## config.mk

```make
export PLATFORM = sky130hd
export DESIGN_NAME = fst_top
export DESIGN_NICKNAME = d
export VERILOG_FILES = /design/src/pkg/fst_pkg.sv /design/src/fst_sync.sv /design/src/fst_top.sv
export SDC_FILE = /design/constraint.sdc
export NUM_CORES = 1
export LEC_CHECK = 0
export ABC_CLOCK_PERIOD_IN_PS = 2800
export BUFFER_PORTS_ARGS = -buffer_cell sky130_fd_sc_hd__clkbuf_2
export CAP_MARGIN = 10
export CORE_MARGIN = 2
export CORE_UTILIZATION = 49
export DETAILED_ROUTE_END_ITERATION = 8
export PLACE_DENSITY_LB_ADDON = 0.05
export RECOVER_POWER = 25
export SYNTH_ARGS = -nofsm -noshare
export SYNTH_HDL_FRONTEND = slang
export SYNTH_SLANG_ARGS = --single-unit
```

## constraint.sdc

```tcl
create_clock -name core_clk -period 2.8 [get_ports core_clk]
set_input_delay 0.42 -clock core_clk [delete_from_list [all_inputs] [get_ports core_clk]]
set_output_delay 0.42 -clock core_clk [all_outputs]
set_load 0.05 [all_outputs]
```

## src/pkg/fst_pkg.sv

```systemverilog
// package: register map, field layout and shared types for the fifo status block
// Functional notes
// - with fifo mode nonzero, address 0x00 returns the fifo status byte
// - six-bit count reports stored samples, zero empty, up to 32
// - overflow flag stays set while overflow lasts; status read leaves it
// - watermark flag set while count is at or above watermark level
// - in trigger mode the watermark flag reports a trigger event instead
// - status byte read clears the fifo interrupt source bit
// - cleared fifo source bit sets again on next sample if condition active
// - in trigger mode an enabled event flag freezes fifo sample intake while the fifo holds samples
// - trigger register at 0x0a holds five event enables, other bits zero
// - gate error flag sets on gate error, clears only when fifo empties
// - five-bit counter counts rate periods since gate error, zero on clear
// - state field reads 00 standby, 01 wake, resets to standby
// - state field tracks the live device mode for host polling
// - reading the system mode register clears the auto-sleep source bit
// - fifo source bit sets on overflow or watermark event
package fst_pkg;
	localparam logic [7:0] FST_ADDR_STATUS  = 8'h00;
	localparam logic [7:0] FST_ADDR_TRIGSEL = 8'h0a;
	localparam logic [7:0] FST_ADDR_SYSINFO = 8'h0b;
	localparam logic [7:0] FST_TRIG_MASK    = 8'h3e;
	localparam logic [7:0] FST_TRIG_RST     = 8'h00;
	localparam logic [5:0] FST_CNT_RST      = 6'h00;
	localparam logic [5:0] FST_DEPTH        = 6'h20;
	localparam logic [4:0] FST_FGT_RST      = 5'h00;
	localparam logic [4:0] FST_FGT_MAX      = 5'h1f;
	localparam int         FST_EVT_N        = 5;

	typedef enum logic [1:0] {
		FST_MODE_OFF  = 2'b00,
		FST_MODE_CIRC = 2'b01,
		FST_MODE_STOP = 2'b10,
		FST_MODE_TRIG = 2'b11
	} fst_fmode_t;

	typedef enum logic [1:0] {
		FST_SYS_STANDBY = 2'b00,
		FST_SYS_WAKE    = 2'b01,
		FST_SYS_SLEEP   = 2'b10
	} fst_sys_t;

	// event flags: trans, lndprt, pulse, ffmt, a_vecm (bits 4..0)
	typedef struct packed {
		logic       push;
		logic       pop;
		logic       gate_err;
		logic [4:0] evt;
	} fst_evt_t;

	typedef struct packed {
		logic [5:0] cnt;
		logic       ovf;
		logic       trig_hit;
		logic       accept;
		logic       src_fifo;
		logic       src_aslp;
		logic [7:0] trig;
		logic       fgerr;
		logic [4:0] fgt;
		logic [7:0] rdata;
	} fst_state_t;
endpackage : fst_pkg

```

## src/fst_sync.sv

```systemverilog
// two-flop synchroniser for pin-level inputs
`timescale 1ns/100ps
module fst_sync #(
	parameter int W = 1
) (
	input  wire logic         core_clk,
	input  wire logic         nrst,
	input  wire logic [W-1:0] din,
	output logic      [W-1:0] dout
);
	logic [W-1:0] meta_q;

	// first stage read only by second stage
	always_ff @(posedge core_clk or negedge nrst) begin
		if (!nrst) begin
			meta_q <= '0;
			dout   <= '0;
		end else begin
			meta_q <= din;
			dout   <= meta_q;
		end
	end
endmodule : fst_sync

```

## src/fst_top.sv

```systemverilog
// fifo status, trigger select and system mode register block
`timescale 1ns/100ps
module fst_top
	import fst_pkg::*;
(
	input  wire logic       core_clk,
	input  wire logic       nrst,
	input  wire logic       reg_rd,
	input  wire logic       reg_wr,
	input  wire logic [7:0] reg_addr,
	input  wire logic [7:0] reg_wdata,
	input  wire logic [7:0] axis_ready_state,
	input  wire logic [1:0] fifo_mode,
	input  wire logic [5:0] fifo_wmrk,
	input  wire logic       sample_tick,
	input  wire logic       fifo_pop,
	input  wire logic       gate_err,
	input  wire logic [4:0] event_flags,
	input  wire logic [1:0] sys_mode,
	input  wire logic       aslp_event,
	output logic      [7:0] reg_rdata,
	output logic            fifo_accept,
	output logic            src_fifo,
	output logic            src_aslp
);
	fst_state_t st_q;
	fst_state_t st_d;
	fst_evt_t   ev;
	logic [4:0] evt_s;
	logic [1:0] sys_s;
	logic       aslp_s;
	logic       frozen;
	logic       wm_cond;
	logic       wm_flag;
	logic       odr_tick;
	logic       rd_status;
	logic       rd_sys;
	logic [7:0] status_b;

	// event flags and mode come from the sample-clock side, resynchronised
	fst_sync #(.W(8)) u_sync (
		.core_clk (core_clk),
		.nrst     (nrst),
		.din      ({event_flags, sys_mode, aslp_event}),
		.dout     ({evt_s, sys_s, aslp_s})
	);

	assign ev.evt      = evt_s;
	assign ev.gate_err = gate_err;
	assign ev.pop      = fifo_pop && (st_q.cnt != FST_CNT_RST);
	// intake stops once a trigger has fired in trigger mode
	assign frozen      = (fifo_mode == FST_MODE_TRIG) && st_q.trig_hit;
	assign ev.push     = sample_tick && !frozen && (fifo_mode != FST_MODE_OFF);
	assign odr_tick    = sample_tick;
	assign wm_cond     = (st_q.cnt >= fifo_wmrk);
	assign wm_flag     = (fifo_mode == FST_MODE_TRIG) ? st_q.trig_hit : wm_cond;
	assign status_b    = {st_q.ovf, wm_flag, st_q.cnt};
	assign rd_status   = reg_rd && (reg_addr == FST_ADDR_STATUS) && (fifo_mode != FST_MODE_OFF);
	assign rd_sys      = reg_rd && (reg_addr == FST_ADDR_SYSINFO);

	// next-state logic for the whole block
	always_comb begin
		logic [1:0] sys_code;
		logic       set_fifo;
		logic       wm_next;
		sys_code = 2'b00;
		set_fifo = 1'b0;
		wm_next  = 1'b0;
		st_d     = st_q;
		// sample count: push, pop, or hold at depth and raise overflow in any mode but off, which clears count and overflow
		if (fifo_mode == FST_MODE_OFF) begin
			st_d.cnt = FST_CNT_RST;
			st_d.ovf = 1'b0;
			st_d.trig_hit = 1'b0;
		end else begin
			if (ev.push && !ev.pop) begin
				if (st_q.cnt == FST_DEPTH) begin
					st_d.ovf = 1'b1;
				end else begin
					st_d.cnt = st_q.cnt + 6'h01;
				end
			end else if (ev.pop && !ev.push) begin
				st_d.cnt = st_q.cnt - 6'h01;
				st_d.ovf = 1'b0;
			end
			// any enabled event flag arms the gate in trigger mode
			if ((fifo_mode == FST_MODE_TRIG) && |(ev.evt & st_q.trig[5:1])) begin
				st_d.trig_hit = 1'b1;
			end
			if (st_d.cnt == FST_CNT_RST) begin
				st_d.trig_hit = 1'b0;
			end
		end
		// flag as it stands once this sample has landed, so reaching the level counts
		wm_next = (fifo_mode == FST_MODE_TRIG) ? st_d.trig_hit :
			(st_d.cnt >= fifo_wmrk);
		// interrupt source bit: set on new sample with condition, set beats clear
		if (ev.push && (st_d.ovf || wm_next)) begin
			set_fifo = 1'b1;
		end
		if (rd_status) begin
			st_d.src_fifo = 1'b0;
		end
		if (set_fifo) begin
			st_d.src_fifo = 1'b1;
		end
		if (rd_sys) begin
			st_d.src_aslp = 1'b0;
		end
		if (aslp_s) begin
			st_d.src_aslp = 1'b1;
		end
		// trigger enables, only five bits writable
		if (reg_wr && (reg_addr == FST_ADDR_TRIGSEL)) begin
			st_d.trig = reg_wdata & FST_TRIG_MASK;
		end
		// gate error flag and its age counter
		if (st_d.cnt == FST_CNT_RST) begin
			st_d.fgerr = 1'b0;
			st_d.fgt   = FST_FGT_RST;
		end else begin
			if (ev.gate_err) begin
				st_d.fgerr = 1'b1;
			end
			if (st_q.fgerr && odr_tick && (st_q.fgt != FST_FGT_MAX)) begin
				st_d.fgt = st_q.fgt + 5'h01;
			end
		end
		// live system mode code
		case (sys_s)
			2'b00:   sys_code = FST_SYS_STANDBY;
			2'b01:   sys_code = FST_SYS_WAKE;
			2'b10:   sys_code = FST_SYS_SLEEP;
			default: sys_code = FST_SYS_STANDBY;
		endcase
		// intake gate, kept in the state so the output leaves a flop
		st_d.accept = !((fifo_mode == FST_MODE_TRIG) && st_d.trig_hit);
		// registered read data
		if (reg_rd) begin
			case (reg_addr)
				FST_ADDR_STATUS: st_d.rdata = (fifo_mode != FST_MODE_OFF) ?
					status_b : axis_ready_state;
				FST_ADDR_TRIGSEL: st_d.rdata = st_q.trig;
				FST_ADDR_SYSINFO: st_d.rdata = {st_q.fgerr, st_q.fgt, sys_code};
				default:          st_d.rdata = 8'h00;
			endcase
		end
	end

	// state register
	always_ff @(posedge core_clk or negedge nrst) begin
		if (!nrst) begin
			st_q <= '{cnt: FST_CNT_RST, ovf: 1'b0, trig_hit: 1'b0, accept: 1'b0,
				src_fifo: 1'b0, src_aslp: 1'b0, trig: FST_TRIG_RST, fgerr: 1'b0,
				fgt: FST_FGT_RST, rdata: 8'h00};
		end else begin
			st_q <= st_d;
		end
	end

	assign reg_rdata   = st_q.rdata;
	assign fifo_accept = st_q.accept;
	assign src_fifo    = st_q.src_fifo;
	assign src_aslp    = st_q.src_aslp;

	// checks: register reads, sample count and overflow
	// fifo status byte shows the flags and count of the read cycle
	AST_ALIAS: assert property (@(posedge core_clk) disable iff (!nrst)
		(reg_rd && reg_addr == FST_ADDR_STATUS && fifo_mode != FST_MODE_OFF)
		|=> reg_rdata == {$past(st_q.ovf), $past(wm_flag), $past(st_q.cnt)})
		else $error("status alias wrong");

	// with the fifo off the same address passes the data-ready byte
	AST_RAW_ALIAS: assert property (@(posedge core_clk) disable iff (!nrst)
		(reg_rd && reg_addr == FST_ADDR_STATUS && fifo_mode == FST_MODE_OFF)
		|=> reg_rdata == $past(axis_ready_state))
		else $error("data-ready alias wrong");

	// read data only moves on a read strobe
	AST_RD_HOLD: assert property (@(posedge core_clk) disable iff (!nrst)
		!reg_rd
		|=> $stable(reg_rdata))
		else $error("read data moved without a read");

	// count never passes the depth
	AST_CNT_MAX: assert property (@(posedge core_clk) disable iff (!nrst)
		st_q.cnt <= FST_DEPTH)
		else $error("count above depth");

	// a lone push below depth adds one sample
	AST_CNT_UP: assert property (@(posedge core_clk) disable iff (!nrst)
		(ev.push && !ev.pop && st_q.cnt != FST_DEPTH)
		|=> st_q.cnt == $past(st_q.cnt) + 6'h01)
		else $error("count did not rise");

	// a lone pop takes one sample away
	AST_CNT_DN: assert property (@(posedge core_clk) disable iff (!nrst)
		(ev.pop && !ev.push && fifo_mode != FST_MODE_OFF)
		|=> st_q.cnt == $past(st_q.cnt) - 6'h01)
		else $error("count did not fall");

	// a push into a full fifo raises overflow
	AST_OVF_SET: assert property (@(posedge core_clk) disable iff (!nrst)
		(ev.push && !ev.pop && st_q.cnt == FST_DEPTH)
		|=> st_q.ovf)
		else $error("overflow not raised");

	// overflow stays while nothing drains, reads included
	AST_OVF_HOLD: assert property (@(posedge core_clk) disable iff (!nrst)
		(st_q.ovf && !fifo_pop && fifo_mode != FST_MODE_OFF)
		|=> st_q.ovf)
		else $error("overflow dropped");

	// watermark bit of a read byte is high at or above the level
	AST_WMRK: assert property (@(posedge core_clk) disable iff (!nrst)
		(reg_rd && reg_addr == FST_ADDR_STATUS && fifo_mode != FST_MODE_OFF &&
		fifo_mode != FST_MODE_TRIG && st_q.cnt >= fifo_wmrk) |=> reg_rdata[6])
		else $error("watermark flag low");

	// in trigger mode the same bit reports the trigger
	AST_TRIG_FLAG: assert property (@(posedge core_clk) disable iff (!nrst)
		(reg_rd && reg_addr == FST_ADDR_STATUS && fifo_mode == FST_MODE_TRIG)
		|=> reg_rdata[6] == $past(st_q.trig_hit))
		else $error("trigger flag wrong");

	// checks: interrupt source bits
	// status read clears the fifo source bit when no sample sets it
	AST_RDCLR: assert property (@(posedge core_clk) disable iff (!nrst)
		(rd_status && !sample_tick)
		|=> !src_fifo)
		else $error("src fifo not cleared");

	// a new sample with the watermark still met sets the bit again
	AST_SRC_WM: assert property (@(posedge core_clk) disable iff (!nrst)
		(ev.push && fifo_mode != FST_MODE_TRIG && st_q.cnt >= fifo_wmrk)
		|=> src_fifo)
		else $error("src fifo not set on watermark");

	// an overflowing sample sets the bit
	AST_SRC_OVF: assert property (@(posedge core_clk) disable iff (!nrst)
		(ev.push && !ev.pop && st_q.cnt == FST_DEPTH)
		|=> src_fifo)
		else $error("src fifo not set on overflow");

	// checks: trigger gate and enable register
	// no sample enters while the gate is shut
	AST_FREEZE: assert property (@(posedge core_clk) disable iff (!nrst)
		(frozen && !fifo_pop)
		|=> st_q.cnt == $past(st_q.cnt))
		else $error("fifo moved while frozen");

	// intake output drops once a trigger has fired in trigger mode
	AST_ACCEPT: assert property (@(posedge core_clk) disable iff (!nrst)
		($past(fifo_mode) == FST_MODE_TRIG && st_q.trig_hit)
		|-> !fifo_accept)
		else $error("intake still open after trigger");

	// only the five enables can hold a one
	AST_TRIG_MASK: assert property (@(posedge core_clk) disable iff (!nrst)
		(st_q.trig & ~FST_TRIG_MASK) == 8'h00)
		else $error("unused trigger bit set");

	// a write keeps the enable bits it carries
	AST_TRIG_WR: assert property (@(posedge core_clk) disable iff (!nrst)
		(reg_wr && reg_addr == FST_ADDR_TRIGSEL)
		|=> st_q.trig == ($past(reg_wdata) & FST_TRIG_MASK))
		else $error("trigger enables not written");

	// a read of the enables shows the unused bits as zero
	AST_TRIG_RD: assert property (@(posedge core_clk) disable iff (!nrst)
		(reg_rd && reg_addr == FST_ADDR_TRIGSEL)
		|=> (reg_rdata & ~FST_TRIG_MASK) == 8'h00)
		else $error("unused trigger bit read as one");

	// checks: gate error and its age
	// a gate error with samples held raises the flag
	AST_FGERR_SET: assert property (@(posedge core_clk) disable iff (!nrst)
		(gate_err && !fifo_pop && fifo_mode != FST_MODE_OFF && st_q.cnt != FST_CNT_RST)
		|=> st_q.fgerr)
		else $error("gate error not flagged");

	// the flag only falls when the fifo empties
	AST_FGERR_HOLD: assert property (@(posedge core_clk) disable iff (!nrst)
		(st_q.fgerr && !fifo_pop && fifo_mode != FST_MODE_OFF)
		|=> st_q.fgerr)
		else $error("gate error dropped early");

	// an empty fifo carries no gate error and no age
	AST_FGERR_CLR: assert property (@(posedge core_clk) disable iff (!nrst)
		(st_q.cnt == FST_CNT_RST)
		|-> (!st_q.fgerr && st_q.fgt == FST_FGT_RST))
		else $error("gate error with empty fifo");

	// age stays zero while no gate error stands
	AST_FGT_ZERO: assert property (@(posedge core_clk) disable iff (!nrst)
		!st_q.fgerr
		|-> st_q.fgt == FST_FGT_RST)
		else $error("age counter nonzero");

	// age steps once per rate period while the error stands
	AST_FGT_STEP: assert property (@(posedge core_clk) disable iff (!nrst)
		(st_q.fgerr && sample_tick && !fifo_pop && fifo_mode != FST_MODE_OFF &&
		st_q.fgt != FST_FGT_MAX) |=> st_q.fgt == $past(st_q.fgt) + 5'h01)
		else $error("age counter did not step");

	// checks: system mode register
	// mode code follows the live mode, the spare code reads standby
	AST_SYS_CODE: assert property (@(posedge core_clk) disable iff (!nrst)
		(reg_rd && reg_addr == FST_ADDR_SYSINFO)
		|=> reg_rdata[1:0] == (($past(sys_s) == 2'b11) ? 2'b00 : $past(sys_s)))
		else $error("mode code wrong");

	// upper bits carry the gate error flag and its age
	AST_SYS_FIELDS: assert property (@(posedge core_clk) disable iff (!nrst)
		(reg_rd && reg_addr == FST_ADDR_SYSINFO)
		|=> reg_rdata[7:2] == {$past(st_q.fgerr), $past(st_q.fgt)})
		else $error("gate error fields wrong");

	// mode register read clears the sleep source bit
	AST_ASLP: assert property (@(posedge core_clk) disable iff (!nrst)
		(rd_sys && !aslp_s)
		|=> !src_aslp)
		else $error("src aslp not cleared");

	// a sleep or wake event sets the source bit
	AST_ASLP_SET: assert property (@(posedge core_clk) disable iff (!nrst)
		aslp_s
		|=> src_aslp)
		else $error("src aslp not set");
endmodule : fst_top

```

==> results of run 1 <==
-- cell families (layout without fill, tap and decap cells) --
logic type / after synthesis / count (layout)
and+or+nand+nor: 87 / 87
DFF: 46 / 46
AOI/OAI and AO/OA: 62 / 62
buffers and inverters: 31 / 105
xor gates and xnor gates: 6 / 6
adders and majority gates: 17 / 17
muxes: 11 / 11
-- cell usage in the layout (no fill, tap or decap), drive strengths merged, types with 6 or more instances in the layout --
cell     synthesis  layout
a21oi           19      19
and3             6       6
buf             15      28
clkbuf           2      60
dfrtp           46      46
ha              17      17
inv             14      15
mux2             6       6
nand2           22      22
nand3            8       8
nor2            18      18
nor3            11      11
o21ai           11      11
o2bb2ai          6       6
-- power groups by stage --
stage | Sequential [mW] | Combinational (mW) | Clock (mW)
finish | 0.815 | 1.17 | 0.420
global route | 0.824 | 1.28 | 0.465
CTS | 0.814 | 1.16 | 0.432
detailed placement | 0.827 | 1.08 | 0
global placement | 0.826 | 1.06 | 0
floorplan | 0.862 | 0.662 | 0
-- flip-flops by register name (all words and copies together) (netlist names) --
name	cells
src_aslp	1
src_fifo	1
fifo_accept	1
reg_rdata	8
st_q	19
u_sync.meta_q	8
u_sync.dout	8
-- through the flow --
step | setup WS (ns) | area [µm²] | cells | total power, mW
after CTS | -0.0677 | 3220 | 403 | 2.41
after floorplan | -0.0477 | 2640 | 260 | 1.52
final | -0.0529 | 3230 | 404 | 2.41
after global placement | -0.0461 | 3080 | 393 | 1.88
after detailed placement | -0.112 | 3080 | 393 | 1.91
after global routing | -0.199 | 3230 | 404 | 2.57
-- routing by layer --
layer	track usage [%]	part of all wire (%)	wire (µm)	vias to the layer above
met2	36.1	46	2900	85
met1	31.5	45	2830	1037
met4	6.61	1.0	63	0
li1	-	-	-	1075
met3	4.12	7.1	446	7
met5	0	0	0	-
-- Yosys cell counts (2+ instances only) --
cell type and instances:
dfrtp_1 46, nand2_1 21, a21oi_1 19, ha_1 17, nor2_1 17, inv_1 14, buf_4 11, nor3_1 11
o21ai_0 10, mux2_2 6, nand3_1 6, o2bb2ai_1 6, mux2i_1 5, a21o_1 4, a221oi_1 4, and3_1 4
nand4_1 4, xnor2_1 4, buf_2 3, nand2b_1 3, o211ai_1 3, o31ai_1 3, clkbuf_1 2, nand3_2 2
or2_2 2, xor2_1 2
-- final timing paths --
| kind | to | slack [ns] | depth (start not counted) |
|---|---|---|---|
| setup / recovery | src_fifo$_DFFE_PN0P_ | -0.05 | 15 |
| hold / removal | u_sync.meta_q[6]$_DFF_PN0_ | 0.22 | 1 |
| setup reg to reg | src_fifo$_DFFE_PN0P_ | -0.05 | 15 |
| hold reg to reg | u_sync.dout[1]$_DFF_PN0_ | 0.35 | 0 |
| max in group asynchronous | u_sync.meta_q[1]$_DFF_PN0_ | 1.71 | 2 |
| min in group asynchronous | st_q[26]$_DFF_PN0_ | 0.40 | 2 |
-- final cells by class --
cell class,count,share of cell area (%)
tap,70,2.71
sequential,46,35.7
clock buffer,5,2.13
inverter,14,1.63
multi-input combinational,183,42.1
clock inverter,3,0.736
timing repair buffer,83,15.0
-- critical path, cell delays in order (launching register included) --
cell      delay (ns)
dfrtp_1         0.40
inv_2           0.08
ha_4            0.13
nor4b_4         0.22
a21o_2          0.24
mux2i_2         0.26
xnor2_1         0.17
nand2b_4        0.18
ha_4            0.20
nand2b_4        0.12
a21o_1          0.15
a21o_1          0.16
a21oi_2         0.12
o211ai_1        0.11
a21oi_1         0.15
a21oi_1         0.05
-- timing repair --
action | CTS | global route
resized for setup | 6 | 0
buffers inserted | 2 | 1
setup endpoints to repair | 1 | 1
pin swaps | 4 | 3
==> reports/results.txt, run 1 <==
The placed wire-length estimate came out at 4820 µm. The routed layout has 2204 vias. The largest total area in the synthesized netlist belongs to dfrtp_1.

Summed over all nets, the switching power comes to 0.921 mW. TritonCTS built the clock tree. The initial antenna violation count came out at 0. The final count of hold timing violations is 0. The tools report the startpoint of the worst-slack reg-to-reg timing path as st_q[28]$_DFF_PN0_. Hold timing on the final database bottoms out at a slack of 0.216 ns.

For the placer congestion estimate, the log shows 0.863. In this run the static leakage power is 1.58 nW. Number of slew-limit violations in the final report: 0. In this run the deepest clock path goes through 2 buffers. For the starting utilization of the core area, the log shows 51.1%.

The combinational family with the most area after synthesis is simple AND/OR/NAND/NOR gates. Measured on the finished design, the core utilization comes to 62.8%. The number of placement rows was 26; the arrival time at the worst endpoint was 3.05 ns. For the portion of total power attributed to combinational logic, the log shows 48.7%. The share of total power in sequential cells is 33.9%.

The largest fanout on the critical path is 4. In this run the most critical hold path is launched from event_flags[3]. Buffers inserted to repair hold after CTS numbered 0. The register area share after synthesis was 43.8%. The tree is rooted in a clkbuf_8.

In this run, the clock network consumes 17.5% of the power. The worst-margin pin slew is 1.12 ns, and the per-instance average area after synthesis is 10.1 µm². The number of I/O port buffers is 54. The run gives 0 as the remaining global-route overflow.

The synthesized netlist devotes 16.6% of its cell area to compound gates. In the final timing run, aggregate negative setup slack is -0.0529 ns. The via density per instance is 5.46, and the fraction of final layout cells with drive strength greater than 1 is 37.1%.

In the post-synthesis netlist, the biggest area contributors are dfrtp_1, ha_1, a21oi_1, buf_4, nand2_1. The logs give 47 for the maximum number of pins on one net before global-route repair and 0.00484 ns for the worst-case clock skew. The number of different library cells used by synthesis comes to 57. In this run the vertical extent of the chip is 77.2 µm. The launching element type of the critical path is a flop. The worst path uses 102% of the clock period. Of the post-synthesis cell area, the part taken by muxes is 4.47%.

The post-synthesis share of cell area spent on xor and xnor gates came out at 2.00%. For this block, the initial DRC count from the detailed router was 106. Setup repair after global routing could not meet its margin everywhere. The worst path needs 2.85 ns of the cycle, external delays included.

The tools report the internal power contribution as 1.48 mW. The class of the most critical hold timing path was in2reg. Counting the buffers created by CTS gives 5. The worst setup path is captured at a flop. The number of nets produced by synthesis was 324; the critical path required time was 2.99 ns. The core box area was 5140 µm²; the reported max-cap violation count was 0. For this design the top-level I/O count stands at 58. The clock tree synthesis step divided the H-tree into 2 levels. The chip width was 77.2 µm; the gate count of the mapped netlist was 260. In this run the biggest area consumer among cell types represents 43.8% of the synthesized area. The most critical setup path has its startpoint at st_q[28]$_DFF_PN0_. At the later pin of the worst-skew pair, clock insertion delay measures 0.30 ns. The first global-routing pass estimated 10500 µm of wire. The net total in the final layout is 397, and the share of synthesized cell area in and, or, nand and nor gates is 18.7%. Among all flip-flop cells after synthesis, the most frequent one is dfrtp_1. The net switching fraction of the power came out at 38.3%. The checks that failed: setup timing. CTS saw 46 sinks. In this run the remaining antenna-violating nets after routing total 0.

IR analysis of the VDD net gives a maximum drop of 0.000466 V. In the final routed layout, each cell accounts on average for 15.4 µm. The run gives 0 as the number of DRC violations after detailed routing. The async set-reset flop share out of synthesis was 100%. The number of flops mapped to enable cells by yosys works out to 0. The run gives 0 as the number of warnings reported in the yosys synthesis log.

The run finished, with violations left. For the die area, the log shows 5970 µm². The fill cell instance count of the final layout was 468. For this run, the detailed router's first-pass iteration total came to 4. The tightest slew margin relative to the limit is 25.2%.

The clock transition at the registers of the reported paths was 0.09 ns; the flop and latch count out of synthesis was 46. Upper clock frequency limit: 0.351 GHz. For the final-report setup violation count, the log shows 1. The number of global-route vias before repair was 2167. Summing every instance area after synthesis gives 2630 µm². For the post-route worst setup slack, the log shows -0.0529 ns. Relative to the synthesized area, the layout overhead comes to 22.8%.

The worst setup path is of the reg2reg kind. The multi-input combinational cells in the finished layout cover a total of 1360 µm². The logs give 22.6% for the global router's overall resource usage and 0 for the antenna diode instance count.

Wires add up to 6240 µm. The share of synthesized cell area in full adder, half adder and majority cells is 8.09%. The area taken by flip-flops and latches is 1150 µm². In this run the power density over the cells is 745 nW/µm².
Power figures use the tool's default switching activity.
==> run 2, diff against run 1 <==
CELL_PAD_IN_SITES_DETAIL_PLACEMENT = 0   (was not set)
CELL_PAD_IN_SITES_GLOBAL_PLACEMENT = 1   (was not set)
CORE_UTILIZATION = 37   (was 49)
==> run 2 against run 1 <==
The run still ends with setup timing left. Total power rose by 0.89%. Sequential power about the same. Worst hold slack gained 0.0048 ns. Sequential share of layout area shrank 0.60 points. Design area is 1.7% higher. Largest power group unchanged. Highest routed layer unchanged.
==> reports/results.txt, run 2 (synthesis results as in run 1) <==
The flow ran to the end, but the final reports show violations. The final reports fail on setup timing. The logs give 5 (unchanged) for the number of buffers inserted during clock tree synthesis and 1.52 mW (+2.7%) for the internal power contribution. The sink count of the clock tree was 46 (unchanged). The fraction of met2 tracks used by global routing was 25.6% (-11 points). The launching element type of the critical path is a flop.

The total chip power is 2.43 mW (+0.89%), and the power per unit of standard cell area is 739 nW/µm² (-0.80%). Final wirelength: 6640 µm (+6.5%). TritonCTS built the clock tree.

The run gives 17.7% (+0.2 points) as the share of total power in the clock network. st_q holds more flip-flops than any other register. Walking the worst path, the cells encountered are inv_2, ha_4, nor4b_4, buf_4, a211oi_1, mux2i_2, xnor2_1, nand2b_4, ha_4, nand2b_4, a21o_1, a21o_1, a21oi_1, o211ai_1, a21oi_1, a21oi_1.

The largest fanout on the critical path is 3 (-1), and the net total in the final layout is 400 (+0.76%). For the number of placement rows, the log shows 30 (+15%). The commonest non-fill, non-tap cell in the layout is clkbuf_2. The arrival time at the worst endpoint came out at 3.01 ns (-0.04 ns). The dominant delay contributor by cell family on the critical path was compound AO/OA/AOI/OAI gates. The fraction of met1 tracks used by global routing was 26.8% (-4.6 points); the final critical path time including I/O delays and setup was 2.82 ns (-0.0309 ns). Library cell appearing most often on the critical path: a21oi_1. The global router's overall resource usage came out at 17.3% (-5.3 points). Net switching fraction of the power: 37.2% (-1.1 points). The H-tree depth is 2 (unchanged), and the static power due to leakage is 1.60 nW (+1.2%).

The tools report the maximum buffer depth of the clock tree as 2 (unchanged). Kind of critical path: reg2reg. The number of slew-limit violations in the final report came out at 0 (unchanged). The share of total power in sequential cells is 33.5% (-0.4 points), and the maximum number of pins on one net before global-route repair is 20 (-57%). For this design, the slowest cell found on the critical path is dfrtp_1. In the layout the commonest cells are clkbuf_2, dfrtp_1, buf_4.

The final clock period utilization by the worst path is 101% (-1.1 points), and the post-route worst setup slack is -0.0220 ns (+0.0309 ns). The worst slack at placement is -0.0270 ns (+0.0847 ns), and the clock latency on the worst-skew pair is 0.30 ns (about the same). Setup repair after global routing could not meet its margin everywhere. The core box area is 6830 µm² (+33%), and the average wire per cell in the routed design is 15.3 µm (-0.67%).

The tools report the worst-case clock skew as 0.00689 ns (+0.00205 ns). The clock transition at the registers of the reported paths works out to 0.09 ns (about the same). The tools report the tightest slew margin relative to the limit as 28.0% (+2.8 points). Number of DRC violations after detailed-routing iteration 0: 68 (-36%).

The logs give 0.902 mW (-2.1%) for the switching power and 5270 µm (+9.3%) for the placed wire-length estimate. The setup TNS came out at -0.0220 ns (+0.0309 ns). The initial antenna violation count was 0 (unchanged); the number of I/O port buffers was 54 (unchanged). In this run the clock root is driven by a clkbuf_8. The starting utilization of the core area came out at 38.5% (-13 points). The tools report the wire length of the first global-routing pass as 10200 µm (-2.6%).

The portion of total power attributed to combinational logic was 48.8% (about the same). Number of antenna-violating nets in the routed design: 0 (unchanged). Area growth from synthesis to layout: 24.9%. The reported max-cap violation count came out at 0 (unchanged). The upper clock frequency limit is 0.354 GHz (+1.1%), and the number of top-level pins is 58 (unchanged). The global-route met3 utilization is 3.36% (-0.76 points). The tools report the final-report setup violation count as 1 (unchanged). The run gives 7800 µm² (+31%) as the die area. Placer congestion estimate: 0.859 (-0.49%). The antenna diode instance count is 0 (unchanged), and the number of flip-flops in the largest register is 19 (unchanged). The worst-margin pin slew is 1.08 ns (-0.0413 ns), and the final design utilization is 48.1% (-15 points). The buffers plus inverters on the worst setup path came out at 2 (+1). The tightest min-delay check is of the in2reg type. The critical path required time was 2.98 ns (about the same). The maximum VDD drop is 0.000300 V (-36%), and the final hold slack is 0.221 ns (+0.00479 ns). Vertical die dimension: 88.3 µm (+14%). The remaining global-route overflow is 0 (unchanged), and the fraction of final layout cells with drive strength greater than 1 is 36.8% (-0.33 points). The number of global-route vias before repair was 1973 (-9.0%). The global-route layer with the greatest usage was met1. The run gives 4 (unchanged) as the first-pass iteration count of the detailed router. The detailed-route via count was 2124 (-3.6%); the final count of hold timing violations was 0 (unchanged). The chip width works out to 88.3 µm (+14%).

The nature of the critical path endpoint is a flop. Total of hold buffers inserted after clock tree synthesis: 0 (unchanged). The number of DRC violations after detailed routing is 0 (unchanged).

The via density per instance was 4.91 (-10%); the largest incremental delay on the critical path was 0.37 ns (-0.03 ns).
run 2: cell count changes in the layout (fill, tap and decap cells not counted):
cell        delta
buf_4          +4
clkbuf_1       +2
clkbuf_2       -2
clkinvlp_4     -2
a21oi_1        +1
a21oi_2        -1
clkbuf_8       +1
run 2: power by group through the flow:
stage / clock network, mW / logic, mW / registers (mW)
2_1_floorplan: 0 / 0.662 / 0.862
3_3_place_gp: 0 / 1.10 / 0.826
3_5_place_dp: 0 / 1.11 / 0.828
4_1_cts: 0.444 / 1.14 / 0.813
5_1_grt: 0.469 / 1.30 / 0.826
6_report: 0.430 / 1.18 / 0.813
run 2: per-layer routing:
layer,vias to the layer above,wire (µm)
li1,1077,-
met1,988,3440
met2,57,2820
met3,2,353
met4,0,25
met5,-,0
run 2: area by class of cell:
| type | count | area [µm²] |
|---|---|---|
| Sequential cell | 46 | 1150 |
| Tap cell | 96 | 120 |
| Multi-Input combinational cell | 183 | 1360 |
| Inverter | 14 | 52.6 |
| Timing Repair Buffer | 86 | 509 |
| Fill cell | 680 | 3550 |
| Clock buffer | 7 | 86.3 |
| Clock inverter | 1 | 8.76 |
run 2: per-stage QoR:
| step | cells | area (µm²) |
|---|---|---|
| final | 433 | 3280 |
| after global routing | 433 | 3280 |
| after CTS | 432 | 3250 |
| after detailed placement | 422 | 3130 |
| after global placement | 422 | 3130 |
| after floorplan | 260 | 2640 |
run 2: what timing repair did:
item,4_1_cts,5_1_grt
gates resized for setup,2,3
setup endpoints to repair,1,1
pin swaps,3,3
setup buffers,2,1
run 2: path summary, 6_finish.rpt:
kind	start	slack, ns	endpoint	cells after the start
worst max-delay path	st_q[27]$_DFF_PN0_	-0.02	src_fifo$_DFFE_PN0P_	16
worst min-delay path	sys_mode[1]	0.22	u_sync.meta_q[2]$_DFF_PN0_	1
worst max register to register	st_q[27]$_DFF_PN0_	-0.02	src_fifo$_DFFE_PN0P_	16
worst min register to register	u_sync.meta_q[3]$_DFF_PN0_	0.35	u_sync.dout[3]$_DFF_PN0_	0
max in group asynchronous	nrst	1.67	st_q[32]$_DFF_PN0_	2
min in group asynchronous	nrst	0.29	reg_rdata[1]$_DFFE_PN0P_	1
